## src/pkg/radio_fifo_pkg.sv

```systemverilog
package radio_fifo_pkg;
  // ----------------------------------------
  // buffer geometry
  // ----------------------------------------
  localparam int unsigned BUF_DEPTH = 64;        // bytes per buffer
  localparam int unsigned BUF_WIDTH = 8;         // byte wide
  localparam int unsigned CNT_W = 7;             // count 0..64
  localparam int unsigned STAGE_DEPTH = 32;      // link-side staging fifo
  // ----------------------------------------
  // threshold coding
  // ----------------------------------------
  localparam int unsigned THR_W = 4;             // threshold_select width
  localparam logic [6:0] RX_THR_STEP = 7'h04;    // rx threshold step
  localparam logic [6:0] TX_THR_BASE = 7'h3D;    // tx threshold at setting 0 (61)
  localparam logic [6:0] TX_THR_STEP = 7'h04;    // tx threshold step
  // ----------------------------------------
  // output pin signal select codes
  // ----------------------------------------
  localparam logic [1:0] SEL_RX_THR = 2'h0;      // rx at/above threshold
  localparam logic [1:0] SEL_TX_THR = 2'h1;      // tx at/above threshold
  localparam logic [1:0] SEL_RX_OVF = 2'h2;      // rx overflow flag
  localparam logic [1:0] SEL_TX_UNF = 2'h3;      // tx underflow flag
  // ----------------------------------------
  // status byte layout
  // ----------------------------------------
  localparam int unsigned STAT_FILL_W = 4;       // fill grade field width
  localparam int unsigned STAT_FILL_LSB = 0;     // fill grade position
endpackage

```

## src/core/byte_fifo.sv

```systemverilog
`timescale 1ns/1ns
// registered-read fifo with valid/ready both sides
module byte_fifo #(
  parameter int unsigned WIDTH = 8,
  parameter int unsigned DEPTH = 32
) (
  input wire logic clock_in,                 // system clock
  input wire logic rst_n_in,                 // synced reset, active low
  input wire logic flush_in,                 // drop all contents
  input wire logic [WIDTH-1:0] in_data_in,   // write data
  input wire logic in_valid_in,              // write request
  output logic in_ready_out,                 // not full
  output logic [WIDTH-1:0] out_data_out,     // registered read data
  output logic out_valid_out,                // out data valid
  input wire logic out_ready_in              // consumer takes data
);
  localparam int unsigned AW = $clog2(DEPTH);
  logic [WIDTH-1:0] mem [DEPTH];             // storage
  logic [AW-1:0] wp_q, wp_d, rp_q, rp_d;     // pointers
  logic [AW:0] cnt_q, cnt_d;                 // stored words
  logic [WIDTH-1:0] dat_q, dat_d;            // output register
  logic ov_q, ov_d;                          // output register valid
  logic push, pop;

  // ----------------------------------------
  // next state
  // ----------------------------------------
  always_comb begin
    in_ready_out = (cnt_q != (AW+1)'(DEPTH));
    push = in_valid_in && in_ready_out;
    // refill output register whenever empty or being taken
    pop = (cnt_q != '0) && (!ov_q || out_ready_in);
    wp_d = push ? wp_q + 1'b1 : wp_q;
    rp_d = pop ? rp_q + 1'b1 : rp_q;
    cnt_d = cnt_q + (AW+1)'(push) - (AW+1)'(pop);
    dat_d = pop ? mem[rp_q] : dat_q;
    ov_d = pop ? 1'b1 : (out_ready_in ? 1'b0 : ov_q);
    if (flush_in) begin
      wp_d = '0;
      rp_d = '0;
      cnt_d = '0;
      ov_d = 1'b0;
    end
  end

  // ----------------------------------------
  // registers
  // ----------------------------------------
  always_ff @(posedge clock_in or negedge rst_n_in) begin
    if (!rst_n_in) begin
      wp_q <= '0;
      rp_q <= '0;
      cnt_q <= '0;
      dat_q <= '0;
      ov_q <= 1'b0;
    end else begin
      wp_q <= wp_d;
      rp_q <= rp_d;
      cnt_q <= cnt_d;
      dat_q <= dat_d;
      ov_q <= ov_d;
    end
  end

  // storage has no reset, so memory inference stays possible
  always_ff @(posedge clock_in) begin
    if (push) begin
      mem[wp_q] <= in_data_in;
    end
  end

  assign out_data_out = dat_q;
  assign out_valid_out = ov_q;
endmodule

```

## src/core/radio_data_fifo_pair.sv

```systemverilog
`timescale 1ns/1ns
// What this block does
// - two separate 64-byte rx and tx buffers
// - host reads rx, writes tx via spi
// - detect rx overflow and tx underflow
// - status byte: rx fill on read, tx on write
// - byte counts readable as status fields
// - rx store plus last-byte read duplicates byte
// - one 4-bit threshold setting, 16 values
// - rx threshold 4(s+1), tx 61-4s
// - threshold flag at/above level, on pins
// - sleep empties both buffers
module radio_data_fifo_pair #(
  parameter int unsigned DEPTH = radio_fifo_pkg::BUF_DEPTH,       // bytes per buffer
  parameter int unsigned STAGE_DEPTH = radio_fifo_pkg::STAGE_DEPTH // link staging depth
) (
  input wire logic clock_in,                            // crystal clock, 100 MHz
  input wire logic resetn_in,                           // async reset, active low
  input wire logic sleep_in,                            // lowest-power sleep state
  // host side
  input wire logic host_rd_in,                          // pop one rx byte
  output logic [7:0] host_rd_data_out,                  // rx byte, registered
  input wire logic host_wr_in,                          // push one tx byte
  input wire logic [7:0] host_wr_data_in,               // tx byte
  input wire logic header_valid_in,                     // spi header shifting
  input wire logic header_is_read_in,                   // header is a read access
  output logic [7:0] status_byte_out,                   // chip status byte
  output logic [6:0] receive_byte_count_out,            // receive_count_status field
  output logic [6:0] transmit_byte_count_out,           // transmit_count_status field
  output logic rx_overflow_out,                         // sticky rx overflow
  output logic tx_underflow_out,                        // sticky tx underflow
  input wire logic clear_rx_overflow_in,                // flush rx, clear overflow
  input wire logic clear_tx_underflow_in,               // flush tx, clear underflow
  input wire logic [3:0] threshold_select_in,           // buffer_threshold_config
  input wire logic [1:0] output_pin_signal_select_in,   // pin source select
  output logic general_purpose_output_pin_out,          // selected indication
  output logic rx_threshold_out,                        // rx at/above threshold
  output logic tx_threshold_out,                        // tx at/above threshold
  // receive path (link clock domain)
  input wire logic link_clk_in,                         // bit clock from receive path
  input wire logic rx_bit_in,                           // received bit, msb first
  input wire logic rx_bit_en_in,                        // bit qualifier
  // transmit path
  input wire logic tx_take_in,                          // modulator takes a byte
  output logic [7:0] tx_byte_out,                       // byte to modulator
  output logic tx_byte_valid_out,                       // tx buffer not empty
  output logic stage_ready_out                          // staging fifo can accept
);
  // ----------------------------------------
  // reset release
  // ----------------------------------------
  logic rst_s1_q, rst_n;                                // two-stage reset sync
  always_ff @(posedge clock_in or negedge resetn_in) begin
    if (!resetn_in) begin
      rst_s1_q <= 1'b0;
      rst_n <= 1'b0;
    end else begin
      rst_s1_q <= 1'b1;
      rst_n <= rst_s1_q;
    end
  end

  // ----------------------------------------
  // link input synchronisers
  // ----------------------------------------
  logic [2:0] lk_s1_q, lk_s2_q;                         // clk, bit, enable
  logic lk_clk_prev_q;                                  // edge detect on second stage
  always_ff @(posedge clock_in or negedge rst_n) begin
    if (!rst_n) begin
      lk_s1_q <= '0;
      lk_s2_q <= '0;
      lk_clk_prev_q <= 1'b0;
    end else begin
      lk_s1_q <= {link_clk_in, rx_bit_in, rx_bit_en_in};
      lk_s2_q <= lk_s1_q;
      lk_clk_prev_q <= lk_s2_q[2];
    end
  end
  logic lk_rise;                                        // one-cycle sample enable
  assign lk_rise = lk_s2_q[2] && !lk_clk_prev_q;

  // ----------------------------------------
  // bit assembler
  // ----------------------------------------
  logic [7:0] sh_q, sh_d;                               // shift register
  logic [2:0] bc_q, bc_d;                               // bits collected
  logic asm_v_q, asm_v_d;                               // byte ready for staging
  logic [7:0] asm_b_q, asm_b_d;                         // assembled byte
  logic stage_in_ready;
  always_comb begin
    sh_d = sh_q;
    bc_d = bc_q;
    asm_b_d = asm_b_q;
    asm_v_d = asm_v_q && !stage_in_ready;
    if (sleep_in) begin
      bc_d = '0;
      asm_v_d = 1'b0;
    end else if (lk_rise && lk_s2_q[0]) begin
      sh_d = {sh_q[6:0], lk_s2_q[1]};
      bc_d = bc_q + 3'd1;
      if (bc_q == 3'd7) begin
        asm_b_d = {sh_q[6:0], lk_s2_q[1]};
        asm_v_d = 1'b1;                                 // a stalled byte is overwritten
      end
    end
  end
  always_ff @(posedge clock_in or negedge rst_n) begin
    if (!rst_n) begin
      sh_q <= '0;
      bc_q <= '0;
      asm_v_q <= 1'b0;
      asm_b_q <= '0;
    end else begin
      sh_q <= sh_d;
      bc_q <= bc_d;
      asm_v_q <= asm_v_d;
      asm_b_q <= asm_b_d;
    end
  end

  // ----------------------------------------
  // staging fifo between link and rx buffer
  // ----------------------------------------
  logic [7:0] stg_data;
  logic stg_valid, stg_ready;
  byte_fifo #(.WIDTH(8), .DEPTH(STAGE_DEPTH)) stage_fifo (
    .clock_in(clock_in),
    .rst_n_in(rst_n),
    .flush_in(sleep_in),
    .in_data_in(asm_b_q),
    .in_valid_in(asm_v_q),
    .in_ready_out(stage_in_ready),
    .out_data_out(stg_data),
    .out_valid_out(stg_valid),
    .out_ready_in(stg_ready)
  );
  assign stage_ready_out = stage_in_ready;

  // ----------------------------------------
  // the two byte buffers
  // ----------------------------------------
  logic [7:0] rx_mem [DEPTH];                           // receive buffer
  logic [7:0] tx_mem [DEPTH];                           // transmit buffer
  logic [5:0] rx_wp_q, rx_wp_d, rx_rp_q, rx_rp_d;
  logic [5:0] tx_wp_q, tx_wp_d, tx_rp_q, tx_rp_d;
  logic [6:0] rx_cnt_q, rx_cnt_d, tx_cnt_q, tx_cnt_d;
  logic rx_ovf_q, rx_ovf_d, tx_unf_q, tx_unf_d;
  logic [7:0] rd_q, rd_d;                               // host read data register
  logic rx_push, rx_pop, tx_push, tx_pop, rx_full, rx_empty, tx_empty;

  always_comb begin
    rx_full = (rx_cnt_q == 7'(DEPTH));
    rx_empty = (rx_cnt_q == '0);
    tx_empty = (tx_cnt_q == '0);
    stg_ready = 1'b1;                                   // rx buffer always drains staging
    rx_push = stg_valid && !rx_full;
    rx_pop = host_rd_in && !rx_empty;
    tx_push = host_wr_in;                               // overfill corrupts
    tx_pop = tx_take_in && !tx_empty;
    rx_wp_d = rx_push ? rx_wp_q + 6'd1 : rx_wp_q;
    tx_wp_d = tx_push ? tx_wp_q + 6'd1 : tx_wp_q;
    tx_rp_d = tx_pop ? tx_rp_q + 6'd1 : tx_rp_q;
    // simultaneous store and last-byte read: pointer holds, byte repeats
    if (rx_pop && !(rx_push && rx_cnt_q == 7'd1)) begin
      rx_rp_d = rx_rp_q + 6'd1;
    end else begin
      rx_rp_d = rx_rp_q;
    end
    rx_cnt_d = rx_cnt_q + 7'(rx_push) - 7'(rx_pop && rx_rp_d != rx_rp_q);
    tx_cnt_d = (tx_push && tx_cnt_q == 7'(DEPTH)) ? tx_cnt_q :
               tx_cnt_q + 7'(tx_push) - 7'(tx_pop);
    rd_d = rx_pop ? rx_mem[rx_rp_q] : rd_q;
    // set wins over clear
    rx_ovf_d = (stg_valid && rx_full) || (rx_ovf_q && !clear_rx_overflow_in);
    tx_unf_d = (tx_take_in && tx_empty) || (tx_unf_q && !clear_tx_underflow_in);
    if (clear_rx_overflow_in) begin
      rx_wp_d = '0;
      rx_rp_d = '0;
      rx_cnt_d = '0;
    end
    if (clear_tx_underflow_in) begin
      tx_wp_d = '0;
      tx_rp_d = '0;
      tx_cnt_d = '0;
    end
    if (sleep_in) begin
      rx_wp_d = '0;
      rx_rp_d = '0;
      rx_cnt_d = '0;
      tx_wp_d = '0;
      tx_rp_d = '0;
      tx_cnt_d = '0;
      rx_ovf_d = 1'b0;
      tx_unf_d = 1'b0;
    end
  end

  always_ff @(posedge clock_in or negedge rst_n) begin
    if (!rst_n) begin
      rx_wp_q <= '0;
      rx_rp_q <= '0;
      tx_wp_q <= '0;
      tx_rp_q <= '0;
      rx_cnt_q <= '0;
      tx_cnt_q <= '0;
      rx_ovf_q <= 1'b0;
      tx_unf_q <= 1'b0;
      rd_q <= '0;
    end else begin
      rx_wp_q <= rx_wp_d;
      rx_rp_q <= rx_rp_d;
      tx_wp_q <= tx_wp_d;
      tx_rp_q <= tx_rp_d;
      rx_cnt_q <= rx_cnt_d;
      tx_cnt_q <= tx_cnt_d;
      rx_ovf_q <= rx_ovf_d;
      tx_unf_q <= tx_unf_d;
      rd_q <= rd_d;
    end
  end

  // storage, unreset
  always_ff @(posedge clock_in) begin
    if (rx_push) begin
      rx_mem[rx_wp_q] <= stg_data;
    end
    if (tx_push) begin
      tx_mem[tx_wp_q] <= host_wr_data_in;
    end
  end

  // ----------------------------------------
  // thresholds and output pin
  // ----------------------------------------
  logic [6:0] rx_thr, tx_thr;
  logic [7:0] stat_d, stat_q;
  logic gpo_d, gpo_q, rx_thr_q, tx_thr_q;
  always_comb begin
    rx_thr = radio_fifo_pkg::RX_THR_STEP * (7'(threshold_select_in) + 7'd1);
    tx_thr = radio_fifo_pkg::TX_THR_BASE - radio_fifo_pkg::TX_THR_STEP * 7'(threshold_select_in);
    // comparisons rise and fall with the count
    unique case (output_pin_signal_select_in)
      radio_fifo_pkg::SEL_RX_THR: gpo_d = (rx_cnt_d >= rx_thr);
      radio_fifo_pkg::SEL_TX_THR: gpo_d = (tx_cnt_d >= tx_thr);
      radio_fifo_pkg::SEL_RX_OVF: gpo_d = rx_ovf_d;
      radio_fifo_pkg::SEL_TX_UNF: gpo_d = tx_unf_d;
    endcase
    // fill grade saturates at 15 in a 4-bit field
    stat_d = '0;
    if (header_is_read_in) begin
      stat_d[3:0] = (rx_cnt_d > 7'd15) ? 4'hF : rx_cnt_d[3:0];
    end else begin
      stat_d[3:0] = (tx_cnt_d > 7'd15) ? 4'hF : tx_cnt_d[3:0];
    end
  end
  always_ff @(posedge clock_in or negedge rst_n) begin
    if (!rst_n) begin
      stat_q <= '0;
      gpo_q <= 1'b0;
      rx_thr_q <= 1'b0;
      tx_thr_q <= 1'b0;
    end else begin
      if (header_valid_in) begin
        stat_q <= stat_d;
      end
      gpo_q <= gpo_d;
      rx_thr_q <= (rx_cnt_d >= rx_thr);
      tx_thr_q <= (tx_cnt_d >= tx_thr);
    end
  end

  // ----------------------------------------
  // outputs
  // ----------------------------------------
  assign host_rd_data_out = rd_q;
  assign status_byte_out = stat_q;
  assign receive_byte_count_out = rx_cnt_q;
  assign transmit_byte_count_out = tx_cnt_q;
  assign rx_overflow_out = rx_ovf_q;
  assign tx_underflow_out = tx_unf_q;
  assign general_purpose_output_pin_out = gpo_q;
  assign rx_threshold_out = rx_thr_q;
  assign tx_threshold_out = tx_thr_q;
  assign tx_byte_out = tx_mem[tx_rp_q];
  assign tx_byte_valid_out = !tx_empty;
endmodule

```

## config.mk

```make
export PLATFORM = sky130hd
export DESIGN_NAME = radio_data_fifo_pair
export DESIGN_NICKNAME = d
export VERILOG_FILES = /design/src/pkg/radio_fifo_pkg.sv /design/src/core/byte_fifo.sv /design/src/core/radio_data_fifo_pair.sv
export SDC_FILE = /design/constraint.sdc
export NUM_CORES = 1
export LEC_CHECK = 0
export BUFFER_PORTS_ARGS = -buffer_cell sky130_fd_sc_hd__buf_2
export CAP_MARGIN = 20
export CORE_UTILIZATION = 45
export DETAILED_ROUTE_END_ITERATION = 16
export PLACE_DENSITY = 0.71
export SYNTH_ARGS = -nofsm -noshare
export SYNTH_HDL_FRONTEND = slang
export SYNTH_SLANG_ARGS = --single-unit
```

## constraint.sdc

```tcl
create_clock -name clock_in -period 7.9 [get_ports clock_in]
set_input_delay 1.58 -clock clock_in [delete_from_list [all_inputs] [get_ports clock_in]]
set_output_delay 1.58 -clock clock_in [all_outputs]
set_load 0.02 [all_outputs]
```

=== Yosys cells after proc, flatten, opt, wreduce, memory -nomap -nowiden ===
Memories as Yosys holds them, arrays and structs flattened. A register that Yosys moved wholly into a read port is not among the register bits.
Index checks and enable logic that the tools add are counted.

* Memories: 3
* Output and inout bits: 45
* Input bits: 27
* Word-level logic and storage cells: 137
* RAM bits: 1280
* Bits in registers: 92

* Equality and inequality tests: 9
* Add/subtract/negate cells: 15
* Muxes and demuxes: 41
* Bitwise logic cells: 1
* Reduce and logical (&&, ||, !) cells: 39
* $lt $le $gt $ge: 4

{| class="wikitable"
|+ Memories
! memory !! depth !! width !! read ports !! clocked after Yosys merged registers in !! write ports !! RTL line !! RTL
|-
| rx_mem || 64 || 8 || 1 || 1 || 1 || radio_data_fifo_pair.sv:142 || <nowiki>logic [7:0] rx_mem [DEPTH];</nowiki>
|-
| tx_mem || 64 || 8 || 1 || 0 || 1 || radio_data_fifo_pair.sv:143 || <nowiki>logic [7:0] tx_mem [DEPTH];</nowiki>
|-
| stage_fifo.mem || 32 || 8 || 1 || 1 || 1 || byte_fifo.sv:18 || <nowiki>logic [WIDTH-1:0] mem [DEPTH];</nowiki>
|}

{| class="wikitable"
|+ Operators with widths
! kind !! count
|-
| 6-bit two-way mux || 13
|-
| 7-bit two-way mux || 5
|-
| 6-bit by 1-bit adder with 6-bit output (second input constant) || 4
|-
| 5-bit two-way mux || 4
|-
| 1-bit logical AND || 15
|-
| 7-bit by 1-bit adder with 7-bit output || 2
|-
| 7-bit == test (second input constant) || 2
|-
| 7-bit >= comparator || 2
|-
| 7-bit by 4-bit greater-than comparator with 1-bit output (second input constant) || 2
|-
| 7-bit logical NOT || 2
|-
| 7-bit by 1-bit subtractor with 7-bit output || 2
|-
| 1-bit two-way mux || 13
|-
| 4-bit two-way mux || 3
|-
| 5-bit by 1-bit adder with 5-bit output (second input constant) || 2
|-
| 1-bit logical NOT || 10
|-
| 3-bit nonzero test || 3
|-
| 7-bit by 1-bit == test with 1-bit output (second input constant) || 1
|-
| 6-bit by 6-bit subtractor with 7-bit output (first input constant) || 1
|-
| 6-bit by 1-bit adder with 6-bit output || 1
|-
| 3-bit two-way mux || 2
|-
| 6-bit inequality test || 1
|-
| 6-bit inequality test (second input constant) || 1
|-
| 2-bit nonzero test || 3
|-
| 6-bit nonzero test || 1
|-
| other kinds (12) || 14
|}

=== Depth between registers and ports, before layout ===
Gate-level depths: netlist of run 1.

* Word-level depth: 15
* Depth in mapped cells: 22
* Gate-level depth less buffers: 21

=== Cells and area by module ===
Synthesis of run 1 repeated with hierarchy kept, for this count alone.

* Cell total of the unflattened synthesis: 2824
* Area, all modules: 55456.9 sq um

{| class="wikitable"
|+ Modules (own cells, without submodules)
! module !! area each (sq um) !! cells an instance !! sequential area each (sq um) !! times used
|-
| radio_data_fifo_pair || 44046.0 || 2184 || 32826.5 || 1
|-
| byte_fifo || 11410.9 || 640 || 8313.0 || 1
|}

=== Worst setup path after synthesis of run 1 ===
No wires, ideal clock.

* Kind: input-to-reg
* Start: input tx_take_in
* End: register gpo_q, in the netlist general_purpose_output_pin_out
* Stages: 16
* Required time: 7.781 ns
* Path buffers: 1
* Arrival: 4.482 ns
* Setup slack: 3.299 ns
* Setup time: 0.119 ns
* Path through: nor2b_1 > clkbuf_1 > ha_1 > inv_1 > ha_1 > fa_1 > a21o_1 > a21oi_1 > nor2_1 > nor4_1 > ha_1 > a21o_1 > a21o_1 > nor2_1 > a21oi_1 > o21ba_2

* Word-level cells in the longest chain between the ends: 7
* Elaborated cells on any way between the ends: 10
* Those cells by class: add/sub (1); order compare (1); mux (5); reduce/logical (3)

{| class="wikitable"
|+ RTL lines
! item !! RTL line !! RTL
|-
| from (decl) || radio_data_fifo_pair.sv:44 || <nowiki>input wire logic tx_take_in,</nowiki>
|-
| 1-bit logical AND || radio_data_fifo_pair.sv:159 || <nowiki>tx_pop = tx_take_in && !tx_empty;</nowiki>
|-
| 7-bit by 1-bit subtractor with 7-bit output || radio_data_fifo_pair.sv:171 || <nowiki>tx_cnt_q + 7'(tx_push) - 7'(tx_pop);</nowiki>
|-
| 7-bit two-way mux || radio_data_fifo_pair.sv:170 || <nowiki>tx_cnt_d = (tx_push && tx_cnt_q == 7'(DEPTH)) ? tx_cnt_q :</nowiki>
|-
| 7-bit two-way mux || radio_data_fifo_pair.sv:181 || <nowiki>if (clear_tx_underflow_in) begin</nowiki>
|-
| 7-bit two-way mux || radio_data_fifo_pair.sv:186 || <nowiki>if (sleep_in) begin</nowiki>
|-
| named net tx_cnt_d[4] || radio_data_fifo_pair.sv:146 || <nowiki>logic [6:0] rx_cnt_q, rx_cnt_d, tx_cnt_q, tx_cnt_d;</nowiki>
|-
| 7-bit >= comparator || radio_data_fifo_pair.sv:244 || <nowiki>radio_fifo_pkg::SEL_TX_THR: gpo_d = (tx_cnt_d >= tx_thr);</nowiki>
|-
| 1-bit one-hot mux with 4 select lines || radio_data_fifo_pair.sv:242 || <nowiki>unique case (output_pin_signal_select_in)</nowiki>
|-
| named net gpo_d || radio_data_fifo_pair.sv:237 || <nowiki>logic gpo_d, gpo_q, rx_thr_q, tx_thr_q;</nowiki>
|-
| to (signal assigned) || radio_data_fifo_pair.sv:266 || <nowiki>gpo_q <= gpo_d;</nowiki>
|-
| to (decl) || radio_data_fifo_pair.sv:237 ||
|}

The timed path passes the listed nets, and every way through them passes these cells.
A chain may end at the register's enable or synchronous reset.

=== Final worst setup path of run 1 ===
* Start: register tx_rp_q[0]
* End: output tx_byte_out[1]

* Word-level cells in the longest chain between the ends: 1

{| class="wikitable"
|+ RTL lines
! item !! RTL line !! RTL
|-
| from (decl) || radio_data_fifo_pair.sv:145 || <nowiki>logic [5:0] tx_wp_q, tx_wp_d, tx_rp_q, tx_rp_d;</nowiki>
|-
| from (signal assigned) || radio_data_fifo_pair.sv:213 || <nowiki>tx_rp_q <= tx_rp_d;</nowiki>
|-
| memory read 64 x 8 bit || -- ||
|-
| to (decl) || radio_data_fifo_pair.sv:45 || <nowiki>output logic [7:0] tx_byte_out,</nowiki>
|}

Every way passes these cells.

==> flow_summary.ini, run 1 <==
[place]
dp_hpwl_um = 70800
globalplace.congestion = 0.849
placed_area_um2 = 57100
numPortBuffers = 67
place_ws_ns = 2.70

[floorplanning]
core_um2 = 122000
die_area_um2 = 124000
start_util_pct = 45.3
die-height_um = 352
row_count = 128
fp.dieW_um = 352
io_pins = 72

[grt]
grt_max_degree = 111
grt_use_met3_pct = 4.39
met1_usage_pct = 27.0
first_global_vias = 27700
top_usage_layer = met2
grt_pass1_wl_um = 178000
antenna_found_initial = 2
grt_overflow = 0
track_usage_pct = 19.1
grt_use_met2_pct = 29.8

[timing]
relSlewSlack_pct = 27.7
rsz0062_at_grt = no
finalClockSkew_ns = 0.0431
setup_slack_ns = 2.09
fin_tns_setup_ns = 0
slew_violations = 0
hold_viol = 0
tightest_slew_ns = 1.08
fmax_mhz = 172
fin_crit_sh_pct = 73.5
finalSetupViolations = 0
finalCriticalPeriod_ns = 5.81

[cells_and_area]
layout_commonest_cell = edfxtp_1
final_cell_mix = 1,280 x edfxtp_1, 355 x mux4_2, 227 x nor2_1
syn_to_final_growth_pct = 12.9
drive_gt1_share_pct = 24.2
multiInputGateArea_um2 = 13100
fin_nets = 2928
regArea_um2 = 41200
fin_util_pct = 51.1
final_area_um2 = 62200
fillers = 9378

[worst_setup_path]
end_kind = output port
required_ns = 6.32
slowest_stage = dfrtp_4
critical_path.startpoint_type = flip-flop
path_max_fanout = 47
r2r_cells = 19
critPathKind = reg -> out
max_stage_delay_ns = 1.06
cp_common_cell = mux4_2
crit_arrival_ns = 4.23
path_cells = buf_4, mux4_2, mux4_2, nor2_1, o21ai_1, buf_2

[route]
wirelength_um = 118000
wl_per_cell_um = 25.8
num_vias = 27100
drtIter0Drc = 2923
drc_errors = 0
detail-route-antenna-nets = 0
first_pass_iters = 5
vias_per_cell = 5.90

[yosys]
async_reset_ff_share_pct = 7.78
synth_cell_types = 62
synth_edf_count = 1280
syn_area_um2 = 55100
ys_ff_latch = 1388
ys.flop_type = edfxtp_1
synth-seq-area-share_pct = 74.6
syn_area_per_cell_um2 = 20.2
synth_warnings = 0
syn_inst = 2730

[cts]
htreeDepth = 4
cts_tree = done
numCtsBuffers = 140
insertion_delay_ns = 0.78
ctsResizeCount = 0
cts_hold_buf = 0
clkTransAtPathRegs_ns = 0.06
cts_buffer_depth = 3
clockRootBuffer = clkbuf_16
postCtsSetupBuffers = 0
numClockSinks = 1388

[power_and_ir_drop]
leakagePower_nw = 19.1
ir_drop_v = 0.000218
p_per_area_nw_per_um2 = 292
p_total_w = 0.0182

[outcome]
status = completed

[hold_path]
holdPathStages = 0
hold_class = reg -> reg

[job]
cap_violations = 0
## flip-flops by register name (all words and copies together), names as in the netlist, 7 cells and up
signal                   flops
rx_mem                     512
tx_mem                     512
stage_fifo.mem             256
asm_b_q                      8
host_rd_data_out             8
stage_fifo.out_data_out      8
receive_byte_count_out       7
sh_q                         7
transmit_byte_count_out      7
## cells by family after synthesis
group | share of synthesized area [%]
adder cells (fa/ha/maj) | 1.20
XOR/XNOR | 0.620
multiplexers | 16.3
AO/OA/AOI/OAI | 2.00
other | 0.0136
buffers and inverters | 1.61
AND/OR/NAND/NOR | 3.63
flip-flops | 74.6
## critical path: cells and delay by family, from the launching register on
kind | cells | cell delay, ns
AOI/OAI and AO/OA | 1 | 0.16
buffers and inverters | 2 | 0.88
DFF | 1 | 1.06
muxes | 2 | 1.11
and+or+nand+nor | 1 | 0.22
## where the power goes
group | switching [W] | leakage [nW] | internal [W]
clock network | 0.00285 | 2.25 | 0.00376
logic | 0.00147 | 4.31 | 0.00113
registers | 0.000424 | 12.6 | 0.00855
## cell type report
cell class,instances,area share (%)
Antenna cell,1,0.00402
Sequential cell,1388,66.2
Tap cell,1625,3.27
Multi-Input combinational cell,1153,21.1
Inverter,47,0.284
Timing Repair Buffer,120,1.70
Clock inverter,76,1.51
Clock buffer,178,5.99
## layer usage
metal / routed length (um) / vias up
li1: - / 11300
met1: 48200 / 14300
met2: 56800 / 1251
met3: 10700 / 220
met4: 2670 / 2
met5: 11 / -
## path summary, 6_finish.rpt
kind                                           start                             end  slack (ns)
max                                       tx_rp_q[0]                  tx_byte_out[1]        2.09
min                                       lk_s1_q[2]                      lk_s2_q[2]        0.35
max reg2reg                receive_byte_count_out[4]  general_purpose_output_pin_out        3.04
min reg2reg                               lk_s1_q[2]                      lk_s2_q[2]        0.35
max in group asynchronous                      rst_n              stage_fifo.rp_q[0]        6.12
min in group asynchronous                      rst_n             host_rd_data_out[2]        0.40
## through the flow
stage | cells | hold WS (ns)
after detailed placement | 4310 | 0.336
after global routing | 4587 | 0.359
after floorplan | 2733 | 0.331
final | 4588 | 0.348
after global placement | 4308 | 0.336
after CTS | 4564 | 0.350
## synthesized netlist by cell type (all sizes together) (7+ instances only)
cell	count	area, um^2
a211oi	15	113
a21o	7	52.6
a21oi	31	155
a22oi	12	90.1
buf	72	438
clkbuf	73	274
dfrtp	108	2700
edfxtp	1280	38400
ha	48	601
inv	47	176
mux2	17	191
mux2i	80	801
mux4	355	8000
nand2	72	270
nand2b	11	68.8
nand3	34	170
nand3b	7	52.6
nand4	11	68.8
nor2	227	852
nor2b	26	163
nor3	15	75.1
o21ai	32	160
o221ai	8	70.1
o22ai	13	81.3
or2	8	50.1
xnor2	18	158
xor2	21	184
Note: power is estimated with default switching activity, not from simulation.
==> inputs of run 2 (changes only) <==
- PLACE_DENSITY: 0.71 -> 0.73
- clock period: 7.9 -> 4.8 ns (I/O delays scaled with it)
==> flow_summary.ini, run 2 (same netlist as run 1, synthesis figures left out) <==
[timing]
finalHoldWorstSlack_ns = 0.270
rsz0062_at_grt = no
finalClockSkew_ns = 0.0353
hold_viol = 0
finalCriticalPeriod_ns = 4.61
tightest_slew_ns = 1.10
fin_tns_setup_ns = 0
fmax_mhz = 217
fin_crit_sh_pct = 96.0
finalSetupViolations = 0
slew_violations = 0
setup_slack_ns = 0.191
relSlewSlack_pct = 26.7

[cells_and_area]
syn_to_final_growth_pct = 12.7
drive_gt1_share_pct = 24.4
final_cell_mix = 1,280 x edfxtp_1, 355 x mux4_2, 227 x nor2_1
layout_commonest_cell = edfxtp_1
reg_top3 = rx_mem (512), tx_mem (512), stage_fifo.mem (256)
fin_nets = 2942
final_area_um2 = 62200

[floorplanning]
io_pins = 72
core_um2 = 122000
start_util_pct = 45.3
fp.dieW_um = 352
die_area_um2 = 124000
die-height_um = 352
row_count = 128

[worst_setup_path]
critical_path.startpoint_type = flip-flop
reg2reg_slack_ns = 0.59
reg2reg_to = general_purpose_output_pin_out
critPathKind = reg -> out
endpoint = tx_byte_out[2]
crit_start = tx_rp_q[0]
cp_common_cell = mux4_2
slowest_stage = dfrtp_4
required_ns = 3.84
path_cells = buf_12, mux4_2, mux4_2, mux2i_1, o211ai_1, buf_2
end_kind = output port
path_max_fanout = 33
max_stage_delay_ns = 0.60
path_buf_inv = 2
r2r_cells = 18
rr_startpoint = receive_byte_count_out[2]
path_depth = 6
path_delay_family = multiplexers
crit_arrival_ns = 3.65

[cts]
clockRootBuffer = clkbuf_16
numCtsBuffers = 141
numClockSinks = 1388
insertion_delay_ns = 0.75
clkTransAtPathRegs_ns = 0.06
cts_tree = done
htreeDepth = 4
cts_buffer_depth = 3

[grt]
grt_overflow = 0
track_usage_pct = 18.4
first_global_vias = 26800
antenna_found_initial = 3
grt_max_degree = 70
grt_pass1_wl_um = 172000

[place]
globalplace.congestion = 0.846
dp_hpwl_um = 69400
placed_area_um2 = 57300
numPortBuffers = 67
place_ws_ns = 0.471

[route]
drc_errors = 0
wirelength_um = 114000
detail-route-antenna-nets = 0
vias_per_cell = 5.77
first_pass_iters = 5
wl_per_cell_um = 24.8
drtIter0Drc = 2994
num_vias = 26600

[power_and_ir_drop]
p_per_area_nw_per_um2 = 476
leakagePower_nw = 19.1
ir_drop_v = 0.000346
p_total_w = 0.0296

[outcome]
status = completed

[hold_path]
hold_class = reg -> async

[job]
cap_violations = 0
==> run 2: cell count changes in the layout (fill, tap and decap cells not counted), moves of 2 or more <==
cell,delta
buf_4,+13
clkbuf_1,+9
bufinv_16,-6
clkinv_16,-6
inv_16,+4
clkinv_1,+3
buf_16,+2
buf_8,-2
dfrtp_2,+2
==> run 2: worst min path at each step <==
stage / start / endpoint / slack, ns
3_3_place_gp: rst_n / lk_s1_q[2] / 0.29
6_report: rst_n / lk_s1_q[2] / 0.27
5_1_grt: rst_n / lk_s1_q[2] / 0.30
2_1_floorplan: lk_s1_q[0] / lk_s2_q[0] / 0.33
3_5_place_dp: rst_n / lk_s1_q[2] / 0.29
4_1_cts: rx_bit_en_in / lk_s1_q[0] / 0.28
==> run 2: worst reg2reg max path, cell delays in order (launching register included) <==
cell	delay [ns]
dfrtp_1	0.40
inv_1	0.09
ha_1	0.15
nand2_1	0.15
o41a_1	0.45
ha_1	0.31
inv_1	0.06
ha_1	0.15
inv_1	0.06
fa_1	0.43
nor2b_1	0.17
o221ai_1	0.19
or4_1	0.51
nand3_1	0.14
ha_1	0.18
nor3_1	0.06
a211oi_1	0.28
o22ai_1	0.12
o21ba_2	0.24
==> run 2: where the power goes <==
group	switching, W	internal [W]
combinational	0.00255	0.00186
clock	0.00462	0.00589
sequential	0.000548	0.0141
total	0.00773	0.0218
==> run 2: cell type report <==
class | instances | area, um^2
Antenna cell | 1 | 2.50
Clock buffer | 187 | 3770
Clock inverter | 73 | 683
Fill cell | 9451 | 59600
Inverter | 47 | 176
Multi-Input combinational cell | 1153 | 13100
Sequential cell | 1388 | 41200
Tap cell | 1625 | 2030
Timing Repair Buffer | 133 | 1170
==> run 2: timing repair <==
action | in CTS | in global routing
resized for setup | 0 | 1
endpoints found under the hold margin | 2 | 0
setup endpoints to repair | 0 | 1
buffers inserted | 0 | 0
hold buffers | 1 | 0
==> run 2: routing by layer <==
layer	track usage, %	vias to the layer above	share of wire, %
li1	-	11400	-
met1	26.2	13900	42
met2	28.4	1128	47
met3	4.32	199	8.7
met4	5.55	4	2.4
met5	0	-	0.018
==> run 2: per-stage QoR <==
| step | utilization (%) | cells |
|---|---|---|
| after floorplan | - | 2733 |
| after global placement | 47.1 | 4326 |
| after detailed placement | 47.1 | 4327 |
| after CTS | 50.7 | 4588 |
| after global routing | 51.1 | 4607 |
| final | 51.1 | 4607 |
==> inputs of run 3 (changes only) <==
--- a/config.mk
+++ b/config.mk
@@ -11,3 +11,4 @@
 export DETAILED_ROUTE_END_ITERATION = 16
-export PLACE_DENSITY = 0.73
+export PLACE_DENSITY = 0.71
+export SLEW_MARGIN = 10
 export SYNTH_ARGS = -nofsm -noshare
==> constraint.sdc (replaced) <==
create_clock -name clock_in -period 4.9 [get_ports clock_in]
set_input_delay 0.245 -clock clock_in [delete_from_list [all_inputs] [get_ports clock_in]]
set_output_delay 0.245 -clock clock_in [all_outputs]
set_load 0.02 [all_outputs]
==> flow_summary.ini, run 3 (same netlist as run 1, synthesis figures left out) <==
[cells_and_area]
fin_nets = 2950
reg_top3 = rx_mem (512), tx_mem (512), stage_fifo.mem (256)
fillers = 9419
syn_to_final_growth_pct = 13.4
drive_gt1_share_pct = 24.6
final_cell_mix = 1,280 x edfxtp_1, 355 x mux4_2, 227 x nor2_1
final_cells = 4618
layout_commonest_cell = edfxtp_1

[cts]
cts_tree = done
clockRootBuffer = clkbuf_16
numClockSinks = 1388
insertion_delay_ns = 0.75
cts_buffer_depth = 3
clkTransAtPathRegs_ns = 0.06
postCtsSetupBuffers = 0
htreeDepth = 4
numCtsBuffers = 141

[power_and_ir_drop]
ir_drop_v = 0.000380
p_total_w = 0.0295
p_per_area_nw_per_um2 = 472
leakagePower_nw = 19.3

[timing]
fin_crit_sh_pct = 96.6
finalHoldWorstSlack_ns = 0.0327
fmax_mhz = 211
fin_tns_setup_ns = 0
tightest_slew_ns = 1.05
finalClockSkew_ns = 0.0429
hold_viol = 0
finalSetupViolations = 0
relSlewSlack_pct = 29.7
slew_violations = 0
finalCriticalPeriod_ns = 4.73
rsz0062_at_grt = no

[place]
numPortBuffers = 67
globalplace.congestion = 0.871
dp_cells = 4319
dp_hpwl_um = 72400

[floorplanning]
start_util_pct = 45.3
die_area_um2 = 124000
io_pins = 72
die-height_um = 352
fp.dieW_um = 352
row_count = 128
core_um2 = 122000

[route]
drtIter0Drc = 3226
vias_per_cell = 5.81
drc_errors = 0
wirelength_um = 119000
num_vias = 26800
wl_per_cell_um = 25.8
first_pass_iters = 7
detail-route-antenna-nets = 0

[hold_path]
hp-start = threshold_select_in[2]
hold_class = in -> reg

[grt]
antenna_found_initial = 3
first_global_vias = 27700
track_usage_pct = 19.3
grt_use_met3_pct = 4.44
grt_use_met2_pct = 30.9
grt_overflow = 0
met1_usage_pct = 26.5
grt_max_degree = 76
grt_pass1_wl_um = 179000
top_usage_layer = met2

[worst_setup_path]
path_buf_inv = 4
critical_path.startpoint_type = flip-flop
end_kind = flip-flop
path_cells = inv_1, ha_1, nand4bb_1, nor2_1, nor2b_1, buf_4, ha_1, inv_1, ha_1, fa_1, a21o_1, a221oi_1, o211a_1, nor3_1, a211oi_1, a221oi_1, dlygate4sd3_1
crit_start = transmit_byte_count_out[2]
rr_startpoint = transmit_byte_count_out[2]
path_delay_family = compound AO/OA/AOI/OAI gates
crit_arrival_ns = 5.38
path_max_fanout = 7
slowest_stage = dlygate4sd3_1
max_stage_delay_ns = 0.60
critPathKind = reg -> reg
cp_common_cell = ha_1
required_ns = 5.55

[job]
cap_violations = 0

[outcome]
status = completed
==> run 3: cell count changes in the layout (fill, tap and decap cells not counted), sizes merged <==
cell and delta:
diode +1, dlygate4sd3 +17, clkinv +1, buf -10, inv -5, bufinv +5, clkinvlp +2
==> run 3: routing by layer <==
| metal | wire, um | share of wire [%] |
|---|---|---|
| met1 | 47900 | 40 |
| met2 | 57800 | 49 |
| met3 | 10500 | 8.8 |
| met4 | 2920 | 2.5 |
| met5 | 8 | 0.0067 |
==> run 3: final timing paths <==
kind / to / slack [ns] / cells past startpoint
setup / recovery: status_byte_out[0] / 0.17 / 17
hold / removal: rx_threshold_out / 0.03 / 5
setup reg to reg: status_byte_out[0] / 0.17 / 17
hold reg to reg: lk_s2_q[2] / 0.35 / 0
max in group asynchronous: stage_fifo.rp_q[1] / 3.11 / 1
min in group asynchronous: rst_s1_q / 0.34 / 3
==> run 3: area by class of cell <==
cell class / instances / area [um^2] / share of cell area, %
antenna: 2 / 5.00 / 0.00801
clock buffer: 186 / 3810 / 6.10
clock inverter: 76 / 910 / 1.46
inverter: 47 / 176 / 0.282
multi-input combinational: 1153 / 13100 / 21.0
sequential: 1388 / 41200 / 65.9
tap: 1625 / 2030 / 3.25
timing repair buffer: 141 / 1230 / 1.97
==> run 3: worst reg2reg max path: cells and delay by family (launching register included) <==
family | cells | cell delay [ns]
buffers and inverters | 4 | 0.93
DFF | 1 | 0.42
adders and majority gates | 4 | 1.08
and+or+nand+nor | 4 | 0.59
AOI/OAI and AO/OA | 5 | 1.59
==> run 3: report_power, final <==
| part | leakage, nW | total [W] | switching [W] | internal, W |
|---|---|---|---|---|
| registers | 12.6 | 0.0147 | 0.000850 | 0.0138 |
| logic | 4.41 | 0.00406 | 0.00223 | 0.00183 |
| clock network | 2.29 | 0.0108 | 0.00464 | 0.00612 |
==> run 3: timing repair <==
item | CTS | global route
hold endpoints to repair | 29 | 20
hold buffers | 17 | 1
endpoints found under the setup margin | 0 | 1
gates resized for setup | 0 | 1
==> run 3: metrics by stage <==
stage	setup WS (ns)	instance area [um^2]	util, %
floorplan	0.930	55100	-
global placement	0.705	57200	47.0
detailed placement	0.491	57200	47.0
CTS	0.270	62100	51.0
global route	0.0210	62500	51.3
finish	0.169	62500	51.3
